File: src/design/preset_counter_cfg.svh
// Constants for the multimode preset counter
`ifndef PRESET_COUNTER_CFG_SVH
`define PRESET_COUNTER_CFG_SVH

`define ADR_CONFIG      8'h00
`define ADR_SETVAL1     8'h04
`define ADR_SETVAL2     8'h08
`define ADR_BATCHSET    8'h0C
`define ADR_DUALSET     8'h10
`define ADR_SHOTTIME    8'h14
`define ADR_PRESENT     8'h18
`define ADR_TOTAL       8'h1C
`define ADR_BATCHCNT    8'h20
`define ADR_CHAN1       8'h24
`define ADR_CHAN2       8'h28
`define ADR_DUALCNT     8'h2C
`define ADR_STATUS      8'h30
`define ADR_COMMAND     8'h34
`define ADR_RESTORE     8'h38

`define CFG_CONFIG_LSB  0
`define CFG_OUTMODE_LSB 3
`define CFG_SUB_BIT     5
`define CFG_STAGE2_BIT  6
`define CFG_DIG4_BIT    7

`define FULL_SCALE_6    20'd999999
`define FULL_SCALE_4    20'd9999
`define DUAL_MIN_6      21'sd99999
`define SHOT_TICK_NS    10000000
`define CLK_PERIOD_NS   50
`define SHOT_TICK_CYC   (`SHOT_TICK_NS / `CLK_PERIOD_NS)
`define SHOT_MAX        14'd9999
`define SHOT_RESET      14'd50

`endif

File: src/design/preset_counter_pkg.sv
// Types for the multimode preset counter
package preset_counter_pkg;

    typedef enum logic [2:0] {
        CfgSingle,
        CfgTwoStage,
        CfgTotal,
        CfgBatch,
        CfgDual
    } config_e;

    typedef enum logic [1:0] {
        OutHold,
        OutShot,
        OutLevel
    } outmode_e;

    typedef struct packed {
        logic [7:0]  adr;
        logic        we;
        logic [31:0] dat;
    } bus_req_s;

endpackage

File: src/design/multimode_preset_counter.sv
// Multimode preset counter core with a Wishbone register slave
// Operation
// - Compare present count to set values, drive outputs
// - Batch mode counts completions, sets batch output
// - Dual count adds or subtracts channel counts
// - Dual count reaching set value drives outputs
// - Both outputs switch together in the paired build (twoStage bit) except two-stage/batch
// - Present count wraps at full scale to zero
// - No counting while first reset held (dual: first channel only)
// - First reset ends one-shot pulse at once outside dual mode
// - Outputs on at power loss return after recovery
// - One-shot time 0.01 to 99.99 s
// - Total counter separate from preset resets
// - Batch count held zero during batch reset
// - Batch set zero counts; only a recovery restore turns the batch output on
// - Batch count wraps at full scale
// - Batch output retained across power loss
// - Lowering batch set below count sets output
// - Batch output stays on when set raised
// - Dual reset blocks one channel, uses zero
// - Dual range limits; channel overflow stops counting
// - First reset clears present count and outputs (dual: first channel only; batch keeps first output)
// - Second reset clears total or second channel
// - Batch second reset clears batch count and output
`timescale 1ns/1ps
`include "preset_counter_cfg.svh"
module multimode_preset_counter #(
    parameter int SHOT_TICK = `SHOT_TICK_CYC
) (
    // Clock and reset
    input  wire logic        clk,
    input  wire logic        rst,
    // Wishbone slave
    input  wire logic        wb_cyc_i,
    input  wire logic        wb_stb_i,
    input  wire logic        wb_we_i,
    input  wire logic [7:0]  wb_adr_i,
    input  wire logic [3:0]  wb_sel_i,
    input  wire logic [31:0] wb_dat_i,
    output logic      [31:0] wb_dat_o,
    output logic             wb_ack_o,
    // Sensor and reset inputs, one-cycle count pulses
    input  wire logic        firstCountChannel,
    input  wire logic        secondCountChannel,
    input  wire logic        resetOne,
    input  wire logic        resetTwo,
    // Control outputs
    output logic             firstControlOutput,
    output logic             secondControlOutput
);

    // A tick shorter than one cycle cannot pace the pulse timer
    if (SHOT_TICK < 1) begin : g_badTick
        $error("SHOT_TICK must be at least one cycle");
    end

    ////////////////////////////////////////////////////////////////////////
    // Registers
    logic [7:0]  cfg_ff, nxt_cfg;
    logic [19:0] set1_ff, nxt_set1, set2_ff, nxt_set2;
    logic [19:0] batchSet_ff, nxt_batchSet;
    logic [20:0] dualSet_ff, nxt_dualSet;
    logic [13:0] shotTime_ff, nxt_shotTime;
    logic [19:0] present_ff, nxt_present, total_ff, nxt_total;
    logic [19:0] batch_ff, nxt_batch, chan1_ff, nxt_chan1;
    logic [19:0] chan2_ff, nxt_chan2;
    logic        first_control_output_ff, nxt_first_control_output, second_control_output_ff, nxt_second_control_output;
    logic        shot1_ff, nxt_shot1, shot2_ff, nxt_shot2;
    logic        ovf_ff, nxt_ovf;
    logic [13:0] shotCnt1_ff, nxt_shotCnt1, shotCnt2_ff, nxt_shotCnt2;
    logic [31:0] tick_ff, nxt_tick;
    logic [31:0] rdat_ff, nxt_rdat;
    logic        ack_ff, nxt_ack;

    ////////////////////////////////////////////////////////////////////////
    // Decoded configuration
    preset_counter_pkg::config_e  mode;
    preset_counter_pkg::outmode_e omode;
    preset_counter_pkg::bus_req_s req;
    logic [19:0] fullScale;
    logic        isSub, twoStage;
    logic signed [21:0] dualVal;
    logic        hit;

    always_comb begin
        mode  = preset_counter_pkg::config_e'(cfg_ff[2:0]);
        omode = preset_counter_pkg::outmode_e'(cfg_ff[4:3]);
        isSub    = cfg_ff[`CFG_SUB_BIT];
        twoStage = cfg_ff[`CFG_STAGE2_BIT];
        fullScale = cfg_ff[`CFG_DIG4_BIT] ? `FULL_SCALE_4 : `FULL_SCALE_6;
        req.adr = wb_adr_i;
        req.we  = wb_we_i;
        req.dat = wb_dat_i;
        // Reset channels count as zero in the dual result
        if (isSub) begin
            dualVal = (resetOne ? 22'sd0 : $signed({2'b00, chan1_ff}))
                    - (resetTwo ? 22'sd0 : $signed({2'b00, chan2_ff}));
        end else begin
            dualVal = (resetOne ? 22'sd0 : $signed({2'b00, chan1_ff}))
                    + (resetTwo ? 22'sd0 : $signed({2'b00, chan2_ff}));
        end
    end

    ////////////////////////////////////////////////////////////////////////
    // Counting and output logic
    logic wr, rd, cmdReset, restore, tick;
    logic [19:0] incP;
    logic        done1, done2;

    always_comb begin
        wr = wb_cyc_i && wb_stb_i && wb_we_i && !ack_ff;
        rd = wb_cyc_i && wb_stb_i && !wb_we_i && !ack_ff;
        cmdReset = wr && req.adr == `ADR_COMMAND && req.dat[0];
        restore  = wr && req.adr == `ADR_RESTORE;
        tick = (tick_ff == 32'(SHOT_TICK - 1));
        nxt_tick = tick ? 32'h0 : tick_ff + 32'h1;

        nxt_cfg = cfg_ff;
        nxt_set1 = set1_ff;
        nxt_set2 = set2_ff;
        nxt_batchSet = batchSet_ff;
        nxt_dualSet = dualSet_ff;
        nxt_shotTime = shotTime_ff;
        if (wr) begin
            unique case (req.adr)
                `ADR_CONFIG:   nxt_cfg = req.dat[7:0];
                `ADR_SETVAL1:  nxt_set1 = req.dat[19:0];
                `ADR_SETVAL2:  nxt_set2 = req.dat[19:0];
                `ADR_BATCHSET: nxt_batchSet = req.dat[19:0];
                `ADR_DUALSET:  nxt_dualSet = req.dat[20:0];
                `ADR_SHOTTIME: begin
                    // Clamp to 1..9999 hundredths
                    if (req.dat > 32'(`SHOT_MAX)) begin
                        nxt_shotTime = `SHOT_MAX;
                    end else if (req.dat[13:0] == 14'h0000) begin
                        nxt_shotTime = 14'h0001;
                    end else begin
                        nxt_shotTime = req.dat[13:0];
                    end
                end
                default: ;
            endcase
        end

        nxt_present = present_ff;
        nxt_total = total_ff;
        nxt_batch = batch_ff;
        nxt_chan1 = chan1_ff;
        nxt_chan2 = chan2_ff;
        nxt_ovf = ovf_ff;
        done1 = 1'b0;
        done2 = 1'b0;
        incP = (present_ff >= fullScale) ? 20'h0 : present_ff + 20'h1;

        if (mode == preset_counter_pkg::CfgDual) begin
            if (!ovf_ff && firstCountChannel && !resetOne) begin
                if (chan1_ff >= fullScale) begin
                    nxt_ovf = 1'b1;
                end else begin
                    nxt_chan1 = chan1_ff + 20'h1;
                end
            end
            if (!ovf_ff && secondCountChannel && !resetTwo) begin
                if (chan2_ff >= fullScale) begin
                    nxt_ovf = 1'b1;
                end else begin
                    nxt_chan2 = chan2_ff + 20'h1;
                end
            end
            done2 = (dualVal == {dualSet_ff[20], dualSet_ff});
            done1 = done2;
        end else if (firstCountChannel && !resetOne) begin
            nxt_present = incP;
            if (mode == preset_counter_pkg::CfgTotal) begin
                nxt_total = (total_ff >= fullScale) ? 20'h0
                          : total_ff + 20'h1;
            end
            done2 = (incP == set2_ff);
            done1 = (mode == preset_counter_pkg::CfgTwoStage)
                  ? (incP == set1_ff) : done2;
            if (mode == preset_counter_pkg::CfgBatch && done2) begin
                nxt_batch = (batch_ff >= fullScale) ? 20'h0
                          : batch_ff + 20'h1;
            end
        end
        if (mode == preset_counter_pkg::CfgBatch) begin
            done1 = 1'b0;
        end

        // Resets
        if (resetOne || cmdReset) begin
            if (mode == preset_counter_pkg::CfgDual) begin
                nxt_chan1 = 20'h0;
                nxt_ovf = 1'b0;
            end else begin
                nxt_present = 20'h0;
            end
        end
        if (resetTwo || cmdReset) begin
            unique case (mode)
                preset_counter_pkg::CfgTotal: nxt_total = 20'h0;
                preset_counter_pkg::CfgBatch: nxt_batch = 20'h0;
                preset_counter_pkg::CfgDual: begin
                    nxt_chan2 = 20'h0;
                    nxt_ovf = 1'b0;
                end
                default: ;
            endcase
        end

        // Second output: main output for every configuration
        nxt_second_control_output = second_control_output_ff;
        nxt_shot2 = shot2_ff;
        nxt_shotCnt2 = shotCnt2_ff;
        if (shot2_ff && tick) begin
            if (shotCnt2_ff <= 14'h0001) begin
                nxt_second_control_output = 1'b0;
                nxt_shot2 = 1'b0;
            end else begin
                nxt_shotCnt2 = shotCnt2_ff - 14'h0001;
            end
        end
        if (omode == preset_counter_pkg::OutLevel
            && mode == preset_counter_pkg::CfgDual) begin
            nxt_second_control_output = (dualVal >= $signed({dualSet_ff[20], dualSet_ff}));
        end else if (done2) begin
            nxt_second_control_output = 1'b1;
            nxt_shot2 = (omode == preset_counter_pkg::OutShot);
            nxt_shotCnt2 = shotTime_ff;
        end

        // First output: separate stage, batch output, or mirror
        nxt_first_control_output = first_control_output_ff;
        nxt_shot1 = shot1_ff;
        nxt_shotCnt1 = shotCnt1_ff;
        if (mode == preset_counter_pkg::CfgBatch) begin
            nxt_shot1 = 1'b0;
            // Sticky once set; zero set value never fires
            if (batchSet_ff != 20'h0 && nxt_batch >= batchSet_ff) begin
                nxt_first_control_output = 1'b1;
            end
        end else if (twoStage && mode != preset_counter_pkg::CfgTwoStage) begin
            nxt_first_control_output = nxt_second_control_output;
            nxt_shot1 = 1'b0;
        end else begin
            if (shot1_ff && tick) begin
                if (shotCnt1_ff <= 14'h0001) begin
                    nxt_first_control_output = 1'b0;
                    nxt_shot1 = 1'b0;
                end else begin
                    nxt_shotCnt1 = shotCnt1_ff - 14'h0001;
                end
            end
            if (done1) begin
                nxt_first_control_output = 1'b1;
                nxt_shot1 = (omode == preset_counter_pkg::OutShot);
                nxt_shotCnt1 = shotTime_ff;
            end
        end
        if (resetOne || cmdReset) begin
            if (mode != preset_counter_pkg::CfgDual) begin
                nxt_second_control_output = 1'b0;
                nxt_shot2 = 1'b0;
                if (mode != preset_counter_pkg::CfgBatch) begin
                    nxt_first_control_output = 1'b0;
                    nxt_shot1 = 1'b0;
                end
            end
        end
        if ((resetTwo || cmdReset) && mode == preset_counter_pkg::CfgBatch) begin
            nxt_first_control_output = 1'b0;
        end
        // Recovery restore: relaunch outputs from saved state
        if (restore) begin
            if (req.dat[1]) begin
                nxt_second_control_output = 1'b1;
                nxt_shot2 = (omode == preset_counter_pkg::OutShot);
                nxt_shotCnt2 = shotTime_ff;
            end
            if (req.dat[0]) begin
                nxt_first_control_output = 1'b1;
                nxt_shot1 = (omode == preset_counter_pkg::OutShot)
                          && mode != preset_counter_pkg::CfgBatch;
                nxt_shotCnt1 = shotTime_ff;
            end
        end
        // Paired build: first output follows the second on every path
        if (twoStage && mode != preset_counter_pkg::CfgTwoStage
            && mode != preset_counter_pkg::CfgBatch) begin
            nxt_first_control_output = nxt_second_control_output;
            nxt_shot1 = 1'b0;
        end

        // Bus read and ack
        nxt_ack = (wb_cyc_i && wb_stb_i && !ack_ff);
        nxt_rdat = 32'h0;
        if (rd) begin
            unique case (req.adr)
                `ADR_CONFIG:   nxt_rdat = {24'h0, cfg_ff};
                `ADR_SETVAL1:  nxt_rdat = {12'h0, set1_ff};
                `ADR_SETVAL2:  nxt_rdat = {12'h0, set2_ff};
                `ADR_BATCHSET: nxt_rdat = {12'h0, batchSet_ff};
                `ADR_DUALSET:  nxt_rdat = {{11{dualSet_ff[20]}}, dualSet_ff};
                `ADR_SHOTTIME: nxt_rdat = {18'h0, shotTime_ff};
                `ADR_PRESENT:  nxt_rdat = {12'h0, present_ff};
                `ADR_TOTAL:    nxt_rdat = {12'h0, total_ff};
                `ADR_BATCHCNT: nxt_rdat = {12'h0, batch_ff};
                `ADR_CHAN1:    nxt_rdat = {12'h0, chan1_ff};
                `ADR_CHAN2:    nxt_rdat = {12'h0, chan2_ff};
                `ADR_DUALCNT:  nxt_rdat = {{10{dualVal[21]}}, dualVal};
                `ADR_STATUS:   nxt_rdat = {27'h0, ovf_ff, shot2_ff,
                                           shot1_ff, second_control_output_ff, first_control_output_ff};
                default:       nxt_rdat = 32'h0;
            endcase
        end
    end

    always_ff @(posedge clk) begin
        if (rst) begin
            cfg_ff <= 8'h00;
            set1_ff <= 20'h0;
            set2_ff <= 20'h0;
            batchSet_ff <= 20'h0;
            dualSet_ff <= 21'h0;
            shotTime_ff <= `SHOT_RESET;
            present_ff <= 20'h0;
            total_ff <= 20'h0;
            batch_ff <= 20'h0;
            chan1_ff <= 20'h0;
            chan2_ff <= 20'h0;
            first_control_output_ff <= 1'b0;
            second_control_output_ff <= 1'b0;
            shot1_ff <= 1'b0;
            shot2_ff <= 1'b0;
            ovf_ff <= 1'b0;
            shotCnt1_ff <= 14'h0;
            shotCnt2_ff <= 14'h0;
            tick_ff <= 32'h0;
            rdat_ff <= 32'h0;
            ack_ff <= 1'b0;
        end else begin
            cfg_ff <= nxt_cfg;
            set1_ff <= nxt_set1;
            set2_ff <= nxt_set2;
            batchSet_ff <= nxt_batchSet;
            dualSet_ff <= nxt_dualSet;
            shotTime_ff <= nxt_shotTime;
            present_ff <= nxt_present;
            total_ff <= nxt_total;
            batch_ff <= nxt_batch;
            chan1_ff <= nxt_chan1;
            chan2_ff <= nxt_chan2;
            first_control_output_ff <= nxt_first_control_output;
            second_control_output_ff <= nxt_second_control_output;
            shot1_ff <= nxt_shot1;
            shot2_ff <= nxt_shot2;
            ovf_ff <= nxt_ovf;
            shotCnt1_ff <= nxt_shotCnt1;
            shotCnt2_ff <= nxt_shotCnt2;
            tick_ff <= nxt_tick;
            rdat_ff <= nxt_rdat;
            ack_ff <= nxt_ack;
        end
    end

    assign wb_dat_o = rdat_ff;
    assign wb_ack_o = ack_ff;
    assign firstControlOutput = first_control_output_ff;
    assign secondControlOutput = second_control_output_ff;

endmodule

File: config.mk
export PLATFORM = sky130hd
export DESIGN_NAME = multimode_preset_counter
export DESIGN_NICKNAME = d
export VERILOG_FILES = /design/src/design/preset_counter_pkg.sv /design/src/design/multimode_preset_counter.sv
export VERILOG_INCLUDE_DIRS = /design/src /design/src/design
export SDC_FILE = /design/constraint.sdc
export NUM_CORES = 1
export LEC_CHECK = 0
export BUFFER_PORTS_ARGS = -buffer_cell sky130_fd_sc_hd__buf_2
export CORE_MARGIN = 4
export CORE_UTILIZATION = 55
export CTS_CLUSTER_DIAMETER = 60
export CTS_CLUSTER_SIZE = 40
export DETAILED_ROUTE_END_ITERATION = 7
export PLACE_DENSITY_LB_ADDON = 0.15
export SLEW_MARGIN = 30
export SYNTH_ARGS = -nofsm -noshare
export SYNTH_HDL_FRONTEND = slang
export SYNTH_SLANG_ARGS = --single-unit
File: constraint.sdc
create_clock -name clk -period 18.55 [get_ports clk]
set_input_delay 4.6375 -clock clk [delete_from_list [all_inputs] [get_ports clk]]
set_output_delay 4.6375 -clock clk [all_outputs]
set_load 0.05 [all_outputs]
==> metrics.md <==
| Metric | Value |
|---|---|
| DRT antenna net count | 0 |
| Met2 wire len | roughly 32,000 um |
| DR vias | just over 20,000 |
| Most frequent cells in the layout | nand2_1 (307), dfxtp_1 (290), nor2_1 (253) |
| I/O Buffers | just over 80 |
| Detailed Place HPWL | between 50,000 and 60,000 um |
| R2R Path Start | cfg_ff[7] |
| Drt initial violations | about 2,600 |
| Post-synthesis sequential area ratio | 29.4% |
| DR WL met3 | about 7700 um |
| Slew @ Worst Pin | slightly below 1 ns |
| Failing checks | DRC |
| Fmax | 0.0997 GHz |
| Min-Delay Endpoint | tick_ff[0] |
| Ant. Diodes | 0 |
| R2R Setup Slk | ~11 ns |
| Worst-path maximum fanout | 25 |
| Area growth syn-to-layout | 8.78% |
| Most used DFF post-synth | dfxtp_1 |
| CTS Sinks | between 200 and 300 |
| Hold/Removal Path Class | reg -> reg |
| Most common cell after layout, fill and taps aside | nand2_1 |
| Synth top area share | 29.4% |
| CP Launch Type | input port |
| Core Area | ~36,000 um^2 |
| Leak Pwr | roughly 8.6 nW |
| Mapped Cells | approximately 2,600 |
| Final nets | between 2,000 and 3,000 |
| GPL Wtd Cong | between 1 and 1.5 |
| Unrepaired setup endpoints after global routing | false |
| Top Metal Used | met4 |
| Post-route met1 wirelength | between 20,000 and 30,000 um |
| Worst path bufs/invs | 2 |
| Post-Synth Simple-Gate Area | 26.2% |
| Clock Skew | 0.0205 ns |
| Gr ovfl total | 0 |
| Post-synth ARST share | 0% |
| Top Ports | just under 90 |
| Drt drc | 6 |
| Crit path DAT | 10.54 ns |
| Number of synthesized flops with an enable pin | 0 |
| Post-cts hold buffer count | 0 |
| Fin Hold WS | 0.467 ns |
| Fraction of layout cells with a size suffix above 1 | around 8.7% |
| Clock buffer depth | 3 |
| Largest net degree at the start of global routing | 65 |
| Status | complete, but fails checks |
| Worst-skew pair later-pin latency | 0.61 ns |
| Die W | between 150 and 200 um |
| Cells resized by post-CTS repair | 0 |
| Initial antenna violation count | 1 |
| Crit Reg-Reg Endpoint | firstControlOutput |
| Num CTS Buffers | 30 |
| Worst R2R Path Depth | 24 |
| Post-DR wirelength/cell | approximately 24 um |
| CP peak stage delay | 0.63 ns |
| Adder-cell share of the synthesized area | under 10% |
| Slowest CP cell | o21ai_2 |
| Max-slew violations | 0 |
| HP Start | tick_ff[0] |
| Post-Synth XOR/XNOR Area | about 5.7% |
| Die area | 39,100 um^2 |
| Fin. Hold Viols | 0 |
| Net Count, Synth | between 2,000 and 3,000 |
| Critical path endpoint category | flip-flop |
| Critical path depth | 22 |
| Total track usage | 35.7% |
| Flops & latches, synth | approximately 290 |
| Top delay family on crit path | simple AND/OR/NAND/NOR gates |
| Yosys top cell by area | dfxtp_1 |
| Hold Crit Depth | 1 |
| Mapped Area | 19,800 um^2 |
| Proportion of synthesized area in mux cells | ~1.7% |
| Vias in the first global route | about 19,000 |
| Final setup fails | 0 |
| Cell Chain, Critical Path | buf_2 > nor2_1 > inv_1 > fa_1 > nor2b_1 > o21ai_0 > a21boi_0 > o211a_1 > o211ai_1 > and2_1 > o21ai_0 > mux2i_1 > xnor2_1 > ha_1 > nand4_1 > nor3_1 > nand2_1 > nor2_1 > a211oi_2 > o21ai_2 > nor3_1 > nor4_1 |
| Crit path time final | approximately 10 ns |
| WP data required | 19.07 ns |
| Routed WL | 72,500 um |
| H-Tree Depth | 1 |
| Synth warn | 0 |
| Largest family of logic cells by synthesized area | simple AND/OR/NAND/NOR gates |
| Max Cap Viol | 0 |
| First drt pass iteration count | 8 |
| Die H | roughly 200 um |
| Compound-Gate Fraction of Synth Area | 22.1% |
| Max VDD drop | about 0.080 mV |
| TNS Setup | 0 ns |
| Post-synth cell types | slightly above 90 |
| Clock-pin slew on the worst setup and hold paths | approximately 0.070 ns |
| Slew headroom | a little over a third |
| Syn avg cell area | about 7.7 um^2 |
| Ratio of final minimum period to clock period | a little over half |
| CTS tree | built |
| Site Rows | between 60 and 70 |
| CP Class | in -> reg |
| Initial core utilization | ~56% |
| Global-route wire length before repair | ~110,000 um |
| Power per cell area | around 62 nW/um^2 |
| Clock tree root driver cell | clkbuf_16 |
| Post-CTS Setup Inserts | 0 |
| Largest cells by area after synthesis | dfxtp_1 (29%), ha_1 (9.0%), nand2_1 (5.8%) |
| Vias/cell | about 6.6 |
[worst register-to-register path, stage by stage (launching register included)]
cell and delay, ns:
dfxtp_2 0.33, buf_4 0.47, ha_1 0.38, a2111oi_0 0.42, o21ai_0 0.17, and3_1 0.34, nor2_2 0.60, a22o_1 0.32
o2111ai_1 0.18, nor4_4 0.72, nand4_4 0.41, and2_1 0.31, o22ai_1 0.19, ha_1 0.26, nand2b_1 0.14, a21o_1 0.18
a21o_1 0.17, a21o_1 0.18, a211oi_1 0.23, o21bai_1 0.13, a221oi_1 0.31, o41ai_1 0.21, a21oi_1 0.20, a21boi_0 0.21
a311oi_1 0.07
[through the flow]
step	worst slack (ns)	power [W]	cells	instance area, um^2	util (%)
2_1_floorplan	9.70	0.000670	2583	19800	-
3_5_place_dp	8.00	0.000696	3017	20400	57.5
3_3_place_gp	8.08	0.000695	3016	20400	57.4
6_report	8.52	0.00134	3073	21500	60.5
5_1_grt	8.14	0.00137	3073	21500	60.5
4_1_cts	8.58	0.00135	3073	21500	60.5
[report_power, final]
| part | switching [W] | internal (W) | leakage (nW) |
|---|---|---|---|
| Sequential | 0.00000209 | 0.000626 | 2.34 |
| Clock | 0.000319 | 0.000339 | 0.524 |
| Combinational | 0.0000418 | 0.0000140 | 5.75 |
| Total | 0.000362 | 0.000979 | 8.62 |
[layout make-up]
class	instances	area, um^2
Tap cell	461	577
Fill cell	3251	14000
Clock buffer	31	776
Timing Repair Buffer	115	658
Multi-Input combinational cell	2020	12900
Inverter	130	488
Clock inverter	25	299
Sequential cell	291	5830
[synth_stat cells, types with 8 or more instances]
| master | count |
|---|---|
| a211oi_1 | 8 |
| a21boi_0 | 8 |
| a21o_1 | 24 |
| a21oi_1 | 218 |
| a221oi_1 | 10 |
| a222oi_1 | 28 |
| a22o_1 | 11 |
| a22oi_1 | 53 |
| a31oi_1 | 24 |
| and2_1 | 10 |
| and3_1 | 49 |
| buf_2 | 17 |
| buf_4 | 12 |
| clkbuf_1 | 107 |
| dfxtp_1 | 291 |
| ha_1 | 142 |
| inv_1 | 130 |
| mux2i_1 | 30 |
| nand2_1 | 307 |
| nand2b_1 | 45 |
| nand3_1 | 101 |
| nand3b_1 | 10 |
| nand4_1 | 51 |
| nor2_1 | 254 |
| nor2b_1 | 30 |
| nor3_1 | 74 |
| nor3b_1 | 11 |
| nor4_1 | 35 |
| o211ai_1 | 19 |
| o21a_1 | 18 |
| o21ai_0 | 125 |
| o22ai_1 | 10 |
| o31ai_1 | 16 |
| or2_2 | 11 |
| or3_1 | 22 |
| or4_1 | 13 |
| xnor2_1 | 59 |
| xor2_1 | 57 |
[how the worst max path moves through the flow]
stage                     startpoint               to  slack, ns
after floorplan             resetOne  shotCnt1_ff[10]       9.70
after global placement      resetOne   shotCnt1_ff[9]       8.08
after detailed placement    resetOne   shotCnt1_ff[9]       8.00
after CTS                   resetOne   shotCnt1_ff[9]       8.58
after global routing        resetOne   shotCnt1_ff[9]       8.14
final                       resetOne   shotCnt1_ff[9]       8.52
[kinds of logic (layout without fill, tap and decap cells)]
logic type                 count (synthesis)  count (layout)
and+or+nand+nor                         1056            1056
AOI/OAI and AO/OA                        666             666
DFF                                      291             291
buffers and inverters                    272             301
adders and majority gates                144             144
xor gates and xnor gates                 121             121
muxes                                     33              33
[metal layers]
metal	global-route usage (%)	vias to the layer above
met5	0	-
met4	18.1	0
met3	5.70	225
met2	55.8	1187
met1	48.0	9397
li1	-	9367
Power figures use the tool's default switching activity.
